<file path="config.mk">
export PLATFORM = sky130hd
export DESIGN_NAME = lmsc_stack_current
export DESIGN_NICKNAME = d
export VERILOG_FILES = /design/src/verilog/lmsc_line_stepper.v /design/src/verilog/lmsc_gain_decode.v /design/src/verilog/lmsc_stack_current.v
export VERILOG_INCLUDE_DIRS = /design/src /design/src/include
export SDC_FILE = /design/constraint.sdc
export NUM_CORES = 1
export LEC_CHECK = 0
export ABC_AREA = 1
export BUFFER_PORTS_ARGS = -buffer_cell sky130_fd_sc_hd__buf_2
export CORE_MARGIN = 8
export CORE_UTILIZATION = 60
export CTS_BUF_LIST = sky130_fd_sc_hd__clkbuf_4 sky130_fd_sc_hd__clkbuf_8 sky130_fd_sc_hd__clkbuf_16
export DETAILED_ROUTE_END_ITERATION = 10
export GPL_TIMING_DRIVEN = 0
export PLACE_DENSITY_LB_ADDON = 0.15
export REMOVE_ABC_BUFFERS = 1
export SLEW_MARGIN = 40
export SYNTH_ARGS = -nofsm -noshare
export SYNTH_HDL_FRONTEND = slang
export SYNTH_SLANG_ARGS = --single-unit
</file>
<file path="constraint.sdc">
create_clock -name clock -period 10.05 [get_ports clock]
set_input_delay 1.5075 -clock clock [delete_from_list [all_inputs] [get_ports clock]]
set_output_delay 1.5075 -clock clock [all_outputs]
set_load 0.005 [all_outputs]
</file>
<file path="src/include/lmsc_regs.vh">
// Register offsets, field positions, reset values and decode constants of the stack and current block
`ifndef LMSC_REGS_VH
`define LMSC_REGS_VH

// Word addresses on the Avalon-MM slave (byte address / 4)
`define LMSC_ADDR_W 3
`define LMSC_OFS_STACK 3'h0
`define LMSC_OFS_GAIN 3'h1
`define LMSC_OFS_COLOR 3'h2
`define LMSC_OFS_STATUS 3'h3
`define LMSC_OFS_ID 3'h4

// Stack control word fields
`define LMSC_STACK_SIZE_LSB 0
`define LMSC_STACK_SIZE_MSB 2
`define LMSC_STACK_REV_BIT 4
`define LMSC_STACK_POS_LSB 8
`define LMSC_STACK_POS_MSB 9
`define LMSC_STACK_LINES_LSB 16
`define LMSC_STACK_LINES_MSB 20

// Colour word fields
`define LMSC_RED_LSB 0
`define LMSC_RED_MSB 7
`define LMSC_GRN_LSB 8
`define LMSC_GRN_MSB 15
`define LMSC_BLU_LSB 16
`define LMSC_BLU_MSB 23

// Reset values
`define LMSC_SIZE_RST 3'h0
`define LMSC_GAIN_RST 3'h3
`define LMSC_COLOR_RST 8'h7f
`define LMSC_LINES_RST 5'h10
`define LMSC_POS_RST 2'h0

// Stack size codes
`define LMSC_SIZE_INDEP 3'h0
`define LMSC_SIZE_2SEQ 3'h1
`define LMSC_SIZE_48_123 3'h2
`define LMSC_SIZE_48_132 3'h3
`define LMSC_SIZE_4864_123 3'h4
`define LMSC_SIZE_4864_132 3'h5
`define LMSC_SIZE_64_1234 3'h6
`define LMSC_SIZE_64_143 3'h7

// Line geometry
`define LMSC_SWITCHES 16
`define LMSC_SW_MAX 4'hf
`define LMSC_SW_ZERO 4'h0
`define LMSC_SW_ONE 4'h1
`define LMSC_LINES_PER_DEV 7'h10

// Gain table in hundredths
`define LMSC_GAIN_0 16'd2417
`define LMSC_GAIN_1 16'd3057
`define LMSC_GAIN_2 16'd4949
`define LMSC_GAIN_3 16'd8661
`define LMSC_GAIN_4 16'd10394
`define LMSC_GAIN_5 16'd12992
`define LMSC_GAIN_6 16'd14848
`define LMSC_GAIN_7 16'd17323

// Identity word, arbitrary value
`define LMSC_ID_VALUE 32'h1a5c0001

`endif

</file>
<file path="src/verilog/lmsc_line_stepper.v">
// Row switch stepper: one-hot row switch drive in ascending or descending order
`timescale 1ns/1ps
`include "lmsc_regs.vh"
module lmsc_line_stepper (
  input wire clock,
  input wire rst,
  input wire ce,
  input wire enable,
  input wire advance,
  input wire reverse,
  input wire [4:0] usedLines,
  output reg [15:0] rowSwitch,
  output reg [3:0] switchIndex,
  output reg [3:0] lineIndex,
  output reg frameWrap
);

  reg [3:0] lineIndex_d;
  reg wrap_d;
  reg [4:0] lastLine;

  // Last used line, unused switches are the highest line positions
  always @*
  begin
    if (usedLines == 5'h0 || usedLines > 5'h10)
      lastLine = 5'h10;
    else
      lastLine = usedLines;
  end

  // Next line position inside this device
  always @*
  begin
    wrap_d = 1'b0;
    lineIndex_d = lineIndex;
    if (advance)
    begin
      if ({1'b0, lineIndex} + 5'h1 >= lastLine)
      begin
        lineIndex_d = `LMSC_SW_ZERO;
        wrap_d = 1'b1;
      end
      else
        lineIndex_d = lineIndex + `LMSC_SW_ONE;
    end
  end

  // Line position to switch number, descending when reversed
  always @(posedge clock or posedge rst)
  begin
    if (rst)
    begin
      lineIndex <= 4'h0;
      switchIndex <= 4'h0;
      rowSwitch <= 16'h0;
      frameWrap <= 1'b0;
    end
    else if (ce)
    begin
      lineIndex <= enable ? lineIndex_d : `LMSC_SW_ZERO;
      frameWrap <= enable & wrap_d;
      switchIndex <= reverse ? (`LMSC_SW_MAX - lineIndex) : lineIndex;
      rowSwitch <= enable ? (16'h1 << (reverse ? (`LMSC_SW_MAX - lineIndex) : lineIndex)) : 16'h0;
    end
  end

endmodule

</file>
<file path="src/verilog/lmsc_gain_decode.v">
// Current code decoder: global gain and colour ratio numerators
`timescale 1ns/1ps
`include "lmsc_regs.vh"
module lmsc_gain_decode (
  input wire clock,
  input wire rst,
  input wire ce,
  input wire [2:0] globalGainCode,
  input wire [7:0] colorCode,
  output reg [15:0] gainHundredths,
  output reg [8:0] ratioNum
);

  // Gain step in hundredths for one code
  function [15:0] gainOf;
    input [2:0] code;
    begin
      case (code)
        3'h0: gainOf = `LMSC_GAIN_0;
        3'h1: gainOf = `LMSC_GAIN_1;
        3'h2: gainOf = `LMSC_GAIN_2;
        3'h3: gainOf = `LMSC_GAIN_3;
        3'h4: gainOf = `LMSC_GAIN_4;
        3'h5: gainOf = `LMSC_GAIN_5;
        3'h6: gainOf = `LMSC_GAIN_6;
        default: gainOf = `LMSC_GAIN_7;
      endcase
    end
  endfunction

  // Registered decode, ratio is (code+1)/256
  always @(posedge clock or posedge rst)
  begin
    if (rst)
    begin
      gainHundredths <= `LMSC_GAIN_3;
      ratioNum <= 9'h80;
    end
    else if (ce)
    begin
      gainHundredths <= gainOf(globalGainCode);
      ratioNum <= {1'b0, colorCode} + 9'h1;
    end
  end

endmodule

</file>
<file path="src/verilog/lmsc_stack_current.v">
// Stack mode, scan order and current code block with an Avalon-MM register slave
//
// The Avalon-MM interface to the registers and the placing of the registers were left to the implementer.
`timescale 1ns/1ps
`include "lmsc_regs.vh"
module lmsc_stack_current (
  input wire clock,
  input wire rst,
  input wire ce,
  input wire [2:0] avsAddress,
  input wire avsRead,
  input wire avsWrite,
  input wire [31:0] avsWritedata,
  input wire [3:0] avsByteenable,
  output reg [31:0] avsReaddata,
  output reg avsWaitrequest,
  output reg [1:0] avsResponse,
  input wire lineAdvance,
  output reg [15:0] rowSwitch,
  output reg [6:0] matrixLine,
  output reg lineOwned,
  output reg [15:0] globalGain,
  output reg [8:0] redRatio,
  output reg [8:0] greenRatio,
  output reg [8:0] blueRatio,
  output reg [2:0] deviceCount
);

  localparam ST_IDLE = 2'h0;
  localparam ST_ACK = 2'h1;

  reg [1:0] busState_q;
  reg [2:0] stackSize_q;
  reg scanReverse_q;
  reg [1:0] stackPos_q;
  reg [4:0] usedLines_q;
  reg [2:0] gainCode_q;
  reg [7:0] redCode_q;
  reg [7:0] greenCode_q;
  reg [7:0] blueCode_q;
  reg [2:0] slot_d;
  reg [2:0] devices_d;
  reg [31:0] readWord_d;
  reg mapped_d;
  reg owned_q;
  reg [2:0] turn_q;
  wire [15:0] stepSwitch;
  wire [3:0] stepIndex;
  wire [3:0] stepLine;
  wire stepLast;
  wire [15:0] gainValue;
  wire [8:0] ratioR;
  wire [8:0] ratioG;
  wire [8:0] ratioB;

  // Devices taking part for each stack size code
  function [2:0] devicesOf;
    input [2:0] size;
    begin
      case (size)
        `LMSC_SIZE_INDEP: devicesOf = 3'h1;
        `LMSC_SIZE_2SEQ: devicesOf = 3'h2;
        `LMSC_SIZE_48_123, `LMSC_SIZE_48_132, `LMSC_SIZE_4864_123, `LMSC_SIZE_4864_132: devicesOf = 3'h3;
        `LMSC_SIZE_64_1234: devicesOf = 3'h4;
        default: devicesOf = 3'h3;
      endcase
    end
  endfunction

  // Scan slot of a device position for each stack size code
  function [2:0] slotOf;
    input [2:0] size;
    input [1:0] pos;
    begin
      case (size)
        `LMSC_SIZE_48_132, `LMSC_SIZE_4864_132:
          slotOf = (pos == 2'h1) ? 3'h2 : (pos == 2'h2) ? 3'h1 : {1'b0, pos};
        `LMSC_SIZE_64_143:
          slotOf = (pos == 2'h3) ? 3'h1 : (pos == 2'h2) ? 3'h2 : (pos == 2'h1) ? 3'h3 : 3'h0;
        default:
          slotOf = {1'b0, pos};
      endcase
    end
  endfunction

  // Decode of the current stack arrangement
  always @*
  begin
    devices_d = devicesOf(stackSize_q);
    slot_d = slotOf(stackSize_q, stackPos_q);
  end

  // Read mux, unmapped words read zero with an error response
  always @*
  begin
    mapped_d = 1'b1;
    readWord_d = 32'h0;
    case (avsAddress)
      `LMSC_OFS_STACK:
      begin
        readWord_d[`LMSC_STACK_SIZE_MSB:`LMSC_STACK_SIZE_LSB] = stackSize_q;
        readWord_d[`LMSC_STACK_REV_BIT] = scanReverse_q;
        readWord_d[`LMSC_STACK_POS_MSB:`LMSC_STACK_POS_LSB] = stackPos_q;
        readWord_d[`LMSC_STACK_LINES_MSB:`LMSC_STACK_LINES_LSB] = usedLines_q;
      end
      `LMSC_OFS_GAIN: readWord_d[2:0] = gainCode_q;
      `LMSC_OFS_COLOR: readWord_d = {8'h0, blueCode_q, greenCode_q, redCode_q};
      `LMSC_OFS_STATUS: readWord_d = {8'h0, 1'b0, matrixLine, 4'h0, stepIndex, 4'h0, owned_q, devices_d};
      `LMSC_OFS_ID: readWord_d = `LMSC_ID_VALUE;
      default: mapped_d = 1'b0;
    endcase
  end

  // Bus slave: request held with waitrequest high one cycle, answered the next
  always @(posedge clock or posedge rst)
  begin
    if (rst)
    begin
      busState_q <= ST_IDLE;
      avsWaitrequest <= 1'b1;
      avsReaddata <= 32'h0;
      avsResponse <= 2'h0;
    end
    else if (ce)
    begin
      case (busState_q)
        ST_IDLE:
        begin
          avsWaitrequest <= 1'b1;
          if (avsRead | avsWrite)
          begin
            busState_q <= ST_ACK;
            avsWaitrequest <= 1'b0;
            avsReaddata <= avsRead ? readWord_d : 32'h0;
            avsResponse <= mapped_d ? 2'h0 : 2'h2;
          end
        end
        ST_ACK:
        begin
          busState_q <= ST_IDLE;
          avsWaitrequest <= 1'b1;
        end
        default:
        begin
          busState_q <= ST_IDLE;
          avsWaitrequest <= 1'b1;
        end
      endcase
    end
  end

  // Configuration registers, written when the request is accepted
  always @(posedge clock or posedge rst)
  begin
    if (rst)
    begin
      stackSize_q <= `LMSC_SIZE_RST;
      scanReverse_q <= 1'b0;
      stackPos_q <= `LMSC_POS_RST;
      usedLines_q <= `LMSC_LINES_RST;
      gainCode_q <= `LMSC_GAIN_RST;
      redCode_q <= `LMSC_COLOR_RST;
      greenCode_q <= `LMSC_COLOR_RST;
      blueCode_q <= `LMSC_COLOR_RST;
    end
    else if (ce && busState_q == ST_IDLE && avsWrite)
    begin
      case (avsAddress)
        `LMSC_OFS_STACK:
        begin
          if (avsByteenable[0])
          begin
            stackSize_q <= avsWritedata[`LMSC_STACK_SIZE_MSB:`LMSC_STACK_SIZE_LSB];
            scanReverse_q <= avsWritedata[`LMSC_STACK_REV_BIT];
          end
          if (avsByteenable[1])
            stackPos_q <= avsWritedata[`LMSC_STACK_POS_MSB:`LMSC_STACK_POS_LSB];
          if (avsByteenable[2])
            usedLines_q <= avsWritedata[`LMSC_STACK_LINES_MSB:`LMSC_STACK_LINES_LSB];
        end
        `LMSC_OFS_GAIN:
          if (avsByteenable[0])
            gainCode_q <= avsWritedata[2:0];
        `LMSC_OFS_COLOR:
        begin
          if (avsByteenable[0])
            redCode_q <= avsWritedata[`LMSC_RED_MSB:`LMSC_RED_LSB];
          if (avsByteenable[1])
            greenCode_q <= avsWritedata[`LMSC_GRN_MSB:`LMSC_GRN_LSB];
          if (avsByteenable[2])
            blueCode_q <= avsWritedata[`LMSC_BLU_MSB:`LMSC_BLU_LSB];
        end
        default:
          stackSize_q <= stackSize_q;
      endcase
    end
  end

  // Turn counter across stacked devices, advanced on each local frame wrap
  always @(posedge clock or posedge rst)
  begin
    if (rst)
    begin
      turn_q <= 3'h0;
      owned_q <= 1'b1;
    end
    else if (ce)
    begin
      if (devices_d == 3'h1)
        turn_q <= 3'h0;
      else if (lineAdvance && stepLast)
        turn_q <= (turn_q + 3'h1 >= devices_d) ? 3'h0 : turn_q + 3'h1;
      owned_q <= (devices_d == 3'h1) || (turn_q == slot_d);
    end
  end

  // Last line of a device section reached on this advance
  assign stepLast = ({1'b0, stepLine} + 5'h1 >= ((usedLines_q == 5'h0 || usedLines_q > 5'h10) ? 5'h10 : usedLines_q));

  lmsc_line_stepper u_stepper (
    .clock(clock),
    .rst(rst),
    .ce(ce),
    .enable(1'b1),
    .advance(lineAdvance),
    .reverse(scanReverse_q),
    .usedLines(usedLines_q),
    .rowSwitch(stepSwitch),
    .switchIndex(stepIndex),
    .lineIndex(stepLine),
    .frameWrap()
  );

  lmsc_gain_decode u_gainR (
    .clock(clock),
    .rst(rst),
    .ce(ce),
    .globalGainCode(gainCode_q),
    .colorCode(redCode_q),
    .gainHundredths(gainValue),
    .ratioNum(ratioR)
  );

  lmsc_gain_decode u_gainG (
    .clock(clock),
    .rst(rst),
    .ce(ce),
    .globalGainCode(gainCode_q),
    .colorCode(greenCode_q),
    .gainHundredths(),
    .ratioNum(ratioG)
  );

  lmsc_gain_decode u_gainB (
    .clock(clock),
    .rst(rst),
    .ce(ce),
    .globalGainCode(gainCode_q),
    .colorCode(blueCode_q),
    .gainHundredths(),
    .ratioNum(ratioB)
  );

  // Output stage: switch drive only while this device owns the scan turn
  always @(posedge clock or posedge rst)
  begin
    if (rst)
    begin
      rowSwitch <= 16'h0;
      matrixLine <= 7'h0;
      lineOwned <= 1'b0;
      globalGain <= `LMSC_GAIN_3;
      redRatio <= 9'h80;
      greenRatio <= 9'h80;
      blueRatio <= 9'h80;
      deviceCount <= 3'h1;
    end
    else if (ce)
    begin
      rowSwitch <= owned_q ? stepSwitch : 16'h0;
      matrixLine <= (devices_d == 3'h1 ? 7'h0 : {turn_q, 4'h0}) + {3'h0, stepLine};
      lineOwned <= owned_q;
      globalGain <= gainValue;
      redRatio <= ratioR;
      greenRatio <= ratioG;
      blueRatio <= ratioB;
      deviceCount <= devices_d;
    end
  end

endmodule

</file>
## Yosys cells after proc, flatten, opt, wreduce, memory -nomap -nowiden

Cells that the tools add are included.
Widths: inputs -> output; s select.

| word-level totals | value |
|---|---|
| bits in registers | 216 |
| output and inout bits | 105 |
| input port bits | 45 |
| logic and storage cells | 118 |

| operators by class | value |
|---|---|
| bitwise operators | 1 |
| shift operators | 1 |
| reduce and logical (&&, ||, !) cells | 24 |
| equality and inequality tests | 21 |
| muxes and demuxes | 31 |
| add/sub/neg operators | 8 |
| $lt $le $gt $ge | 3 |

Operators with widths:

| kind | count |
|---|---|
| $pmux 15 s7 | 1 |
| $mux 32 | 1 |
| $add 8x1->9 const B | 3 |
| $pmux 8 s3 | 1 |
| $reduce_and 3->1 | 8 |
| $eq 3x3->1 const B | 7 |
| $pmux 5 s4 | 1 |
| $mux 16 | 1 |
| $mux 2 | 8 |
| $shl 1x4->16 const A | 1 |
| $eq 3x2->1 const B | 5 |
| $pmux 3 s5 | 1 |
| $eq 3x1->1 const B | 4 |
| $mux 3 | 4 |
| $pmux 6 s2 | 1 |
| $logic_not 3->1 | 3 |
| $pmux 3 s3 | 1 |
| $mux 4 | 2 |
| $add 7x4->7 | 1 |
| $mux 7 | 1 |
| $pmux 2 s3 | 1 |
| $reduce_and 2->1 | 3 |
| $add 4x1->5 const B | 1 |
| $ge 5x5->1 | 1 |
| 21 further kinds | 28 |

## Logic depth before layout (Yosys ltp)

| logic depth | value |
|---|---|
| depth in word-level cells | 7 |
| depth in mapped cells | 13 |
| gate-level depth less buffers | 13 |

## By module

From an unflattened synthesis, not the netlist that was laid out.

| unflattened totals | value |
|---|---|
| cell total of the unflattened synthesis | 1261 |
| area total of the unflattened synthesis | 10782.8 µm² |

Modules (own cells, without submodules):

| module | area each (µm²) | sequential area each (µm²) | cells each | times used |
|---|---|---|---|---|
| lmsc_stack_current | 6199.7 | 3549.7 | 694 | 1 |
| lmsc_gain_decode | 1066.0 | 534.3 | 130 | 3 |
| lmsc_line_stepper | 1385.1 | 625.6 | 177 | 1 |

## Worst setup path before layout

No wires, ideal clock.

| path | value |
|---|---|
| kind | input to register |
| start | in avsRead |
| end | reg avsReaddata[12] |
| path buffers | 2 |
| stages on the path | 7 |
| slack | 7.627 ns |
| setup time | 0.131 ns |
| arrival time | 2.292 ns |
| data required time | 9.919 ns |
| cells stage by stage | buf_2 nand3_1 nand2_1 inv_2 buf_2 nand2_1 o21ai_0 |

| between the ends | value |
|---|---|
| longest elaborated chain between the ends | 2 |
| elaborated cells on any way between the ends | 3 |
| classes of those cells | 1 x mux; 1 x bitwise; 1 x reduce/logical |

Ends and longest elaborated chain:

| item | line | text |
|---|---|---|
| from (decl) | lmsc_stack_current.v:11 | `input wire avsRead,` |
| $or 1x1->1 | lmsc_stack_current.v:130 | `if (avsRead \| avsWrite)` |
| $reduce_and 3->1 (no line) | n/a |  |
| to (signal assigned) | lmsc_stack_current.v:134 | `avsReaddata <= avsRead ? readWord_d : 32'h0;` |
| to (decl) | lmsc_stack_current.v:15 | `output reg [31:0] avsReaddata,` |

Parallel ways exist; a longest one is shown, timed or not.
A chain may end at the register's enable or synchronous reset.

## Final worst setup path

| path | value |
|---|---|
| start | in ce |
| end | reg avsReaddata[3] |

| between the ends | value |
|---|---|
| longest elaborated chain between the ends | 1 |

Ends and longest elaborated chain:

| item | line | text |
|---|---|---|
| from (decl) | lmsc_stack_current.v:9 | `input wire ce,` |
| $reduce_and 3->1 (no line) | n/a |  |

No other way between the ends.

==> summary.md <==
| Metric | Value |
|---|---|
| Skew final | `0.009503 ns` |
| Residual DRC | `0` |
| Row Count | `44` |
| Setup crit start kind | `input pin` |
| Reg2Reg Setup Slack | `7.73 ns` |
| Outcome | `finished, final reports clean` |
| Critical path class | `input pin to flop` |
| Largest family of logic cells by synthesized area | `simple AND/OR/NAND/NOR gates` |
| Critical Path AT | `3.15 ns` |
| Min Hold Slack | `0.4629 ns` |
| Drt via density | `5.373` |
| Ant diodes | `0` |
| MaxCap Viol Count | `0` |
| Core box area | `14370 µm²` |
| Clk sinks | `199` |
| Clock Path Buffers | `2` |
| CTS Root Cell | `clkbuf_16` |
| Global-route wire length before repair | `33.29 mm` |
| Mux cell area share after synthesis | `0.002581` |
| Share of cells above drive strength 1 | `0.2018` |
| CTS Buf Count | `17` |
| Rel. slew slack | `0.5864` |
| Critical Path End Type | `flop` |
| Setup tns final | `0 ns` |
| Hold path startpoint | `greenRatio[7]$_DFFE_PP1P_` |
| Synth Area in Simple Gates | `0.2017` |
| Syn Std Cell Area | `8727 µm²` |
| Initial drt markers | `575` |
| Number of hold buffers added after cts | `0` |
| CTS tree | `done` |
| GR Util All Layers | `0.2257` |
| CP top delay family | `simple AND/OR/NAND/NOR gates` |
| H-tree levels | `4` |
| Peak supply drop | `0.1167 mV` |
| Syn-to-layout area delta | `16.12%` |
| Crit-path max FO | `40` |
| WHS Path Cells | `2` |
| Worst r2r src | `usedLines_q[4]$_DFFE_PP1P_` |
| Die Wd | `136.6 µm` |
| Initial antenna violation count | `0` |
| Achievable Freq | `0.3488 GHz` |
| Port Buffers | `132` |
| Final Cycle Share | `0.2852` |
| Reg-to-Reg End | `turn_q[0]$_DFFE_PP0P_` |
| Number of enable flip-flop cells after synthesis | `0` |
| Worst Hold Class | `flop to flop` |
| Worst-path clk slew | `0.07 ns` |
| RD Place Congestion | `0.8495` |
| Crit path largest cell delay | `0.43 ns` |
| Routed WL | `20.66 mm` |
| Post-Synth XOR/XNOR Area | `0.009032` |
| Register area share after synthesis | `0.5771` |
| FF-to-FF path depth | `12` |
| Top Ports | `150` |
| Wire per inst | `15.84 µm` |
| Worst Hold Path EP | `greenRatio[7]$_DFFE_PP1P_` |
| Unrepaired setup endpoints after global routing | `false` |
| Drt first pass iters | `4` |
| Worst-path cell chain | `buf_6, nand3_1, nand2_1, inv_2, nand2_1, o221ai_1` |
| Initial core utilization | `0.6074` |
| Most common cell after layout, fill and taps aside | `nand2_1` |
| Layout net count | `1169` |
| Skew-Pair Late Insertion Delay | `0.43 ns` |
| Final min period | `2.867 ns` |
| Synth Area in Adders | `0.02437` |
| Largest net degree at the start of global routing | `82` |
| Number of global-route vias before repair | `6683` |
| Compound-gate portion of the synthesized area | `0.1100` |
| Die height | `136.6 µm` |
| CTS resizes | `0` |
| Final Slew Violations | `0` |
| Die area | `18660 µm²` |
| Routed Antenna Nets | `0` |
| Vias post-DR | `7007` |
| Synth async-reset ratio | `1.000` |
| Post-synthesis register bit count | `199` |
| Setup Fix Bufs, Post-CTS | `0` |
| Post-synth cell types | `39` |
| Cells after synthesis | `993` |
| Dpl hpwl | `14.38 mm` |
| Slowest CP cell | `nand2_1` |
| CP most frequent cell | `nand2_1` |
| Commonest non-fill, non-tap cells in the layout | `nand2_1, dfrtp_1, buf_2` |
| Cell Pwr Density | `217.2 nW/µm²` |
| Count of final hold-check violations | `0` |
| Worst Tran Pin Value | `0.6184 ns` |
| Yosys warning total | `0` |
| Critical path required time | `10.33 ns` |
| Pwr Total | `2.201 mW` |
| Synth Area per Inst | `8.789 µm²` |
| Leakage | `5.292 nW` |
| Synth Flop Type | `dfrtp_1` |
| Global route total overflow | `0` |
| Buffer and inverter count on the worst path | `2` |
| Final setup fails | `0` |
## Yosys cell counts (3+ instances only)
| library cell | instances | area, µm² |
|---|---|---|
| a21oi_1 | 15 | 75.07 |
| dfrtp_1 | 154 | 3854 |
| o211ai_1 | 5 | 37.54 |
| nand2_2 | 3 | 18.77 |
| inv_2 | 5 | 18.77 |
| nor2_1 | 50 | 187.7 |
| nand3_1 | 43 | 215.2 |
| o21ai_0 | 90 | 450.4 |
| xnor2_1 | 6 | 52.55 |
| o221ai_1 | 7 | 61.31 |
| o22ai_1 | 20 | 125.1 |
| nand4_1 | 8 | 50.05 |
| buf_4 | 13 | 97.59 |
| inv_1 | 102 | 382.9 |
| buf_2 | 17 | 85.08 |
| o31ai_1 | 5 | 37.54 |
| nand2_1 | 333 | 1250 |
| ha_1 | 17 | 212.7 |
| clkbuf_1 | 16 | 60.06 |
| xor2_1 | 3 | 26.28 |
| o21ai_1 | 15 | 75.07 |
| dfstp_2 | 45 | 1182 |
## flip-flops by register name, summed over array words and instances (netlist names), 4 cells and up
register,count
redCode_q,8
globalGain,12
usedLines_q,5
greenRatio,9
u_gainR.gainHundredths,12
redRatio,9
u_gainG.ratioNum,9
blueCode_q,8
u_gainR.ratioNum,9
blueRatio,9
rowSwitch,16
u_stepper.switchIndex,4
u_gainB.ratioNum,9
matrixLine,7
greenCode_q,8
u_stepper.rowSwitch,16
u_stepper.lineIndex,4
avsReaddata,25
## tightest hold or removal path: cells and delay by family, from the launching register on
family / cells / cell delay [ns]
flops: 1 / 0.37
simple gates: 2 / 0.09
## metal layers
metal  part of all wire  track usage
met5             0.0024      0.01939
met4              0.017      0.07322
met3              0.071      0.06021
met2               0.46       0.3481
met1               0.45       0.3033
## area by class of cell
class / instances / area, µm²
sequential: 199 / 5036
fill: 1158 / 4235
multi-input combinational: 646 / 3064
timing repair buffer: 136 / 777.0
clock buffer: 25 / 516.7
inverter: 107 / 416.7
tap: 184 / 230.2
clock inverter: 7 / 92.59
## metrics by stage
stage / utilization / area [µm²] / instances / worst slack [ns]
finish: 0.7052 / 10130 / 1304 / 7.183
global route: 0.7052 / 10130 / 1304 / 7.124
CTS: 0.7052 / 10130 / 1304 / 7.236
detailed placement: 0.6628 / 9524 / 1272 / 6.768
global placement: 0.6537 / 9393 / 1268 / 1.067
floorplan: - / 8502 / 952 / 3.191
## where the power goes
group / internal [mW] / switching (mW)
clock network: 0.408 / 0.291
logic: 0.172 / 0.274
registers: 0.961 / 0.0956
total: 1.54 / 0.660
## logic make-up after synthesis
kind of cell / count (synthesis)
AND/OR/NAND/NOR: 441
flip-flops: 199
AO/OA/AOI/OAI: 169
buffers and inverters: 155
adder cells (fa/ha/maj): 17
XOR/XNOR: 9
multiplexers: 2
other: 1
## worst max-delay path by stage
stage / from / to / depth (start not counted)
CTS: ce / avsReaddata[14]$_DFFE_PP0P_ / 5
global route: ce / avsReaddata[14]$_DFFE_PP0P_ / 5
global placement: rst / blueRatio[2]$_DFFE_PP0P_ / 2
floorplan: rst / avsReaddata[0]$_DFFE_PP0P_ / 1
finish: ce / avsReaddata[3]$_DFFE_PP0P_ / 6
detailed placement: ce / avsReaddata[14]$_DFFE_PP0P_ / 5
No activity file was read; power rests on OpenSTA's default activity.
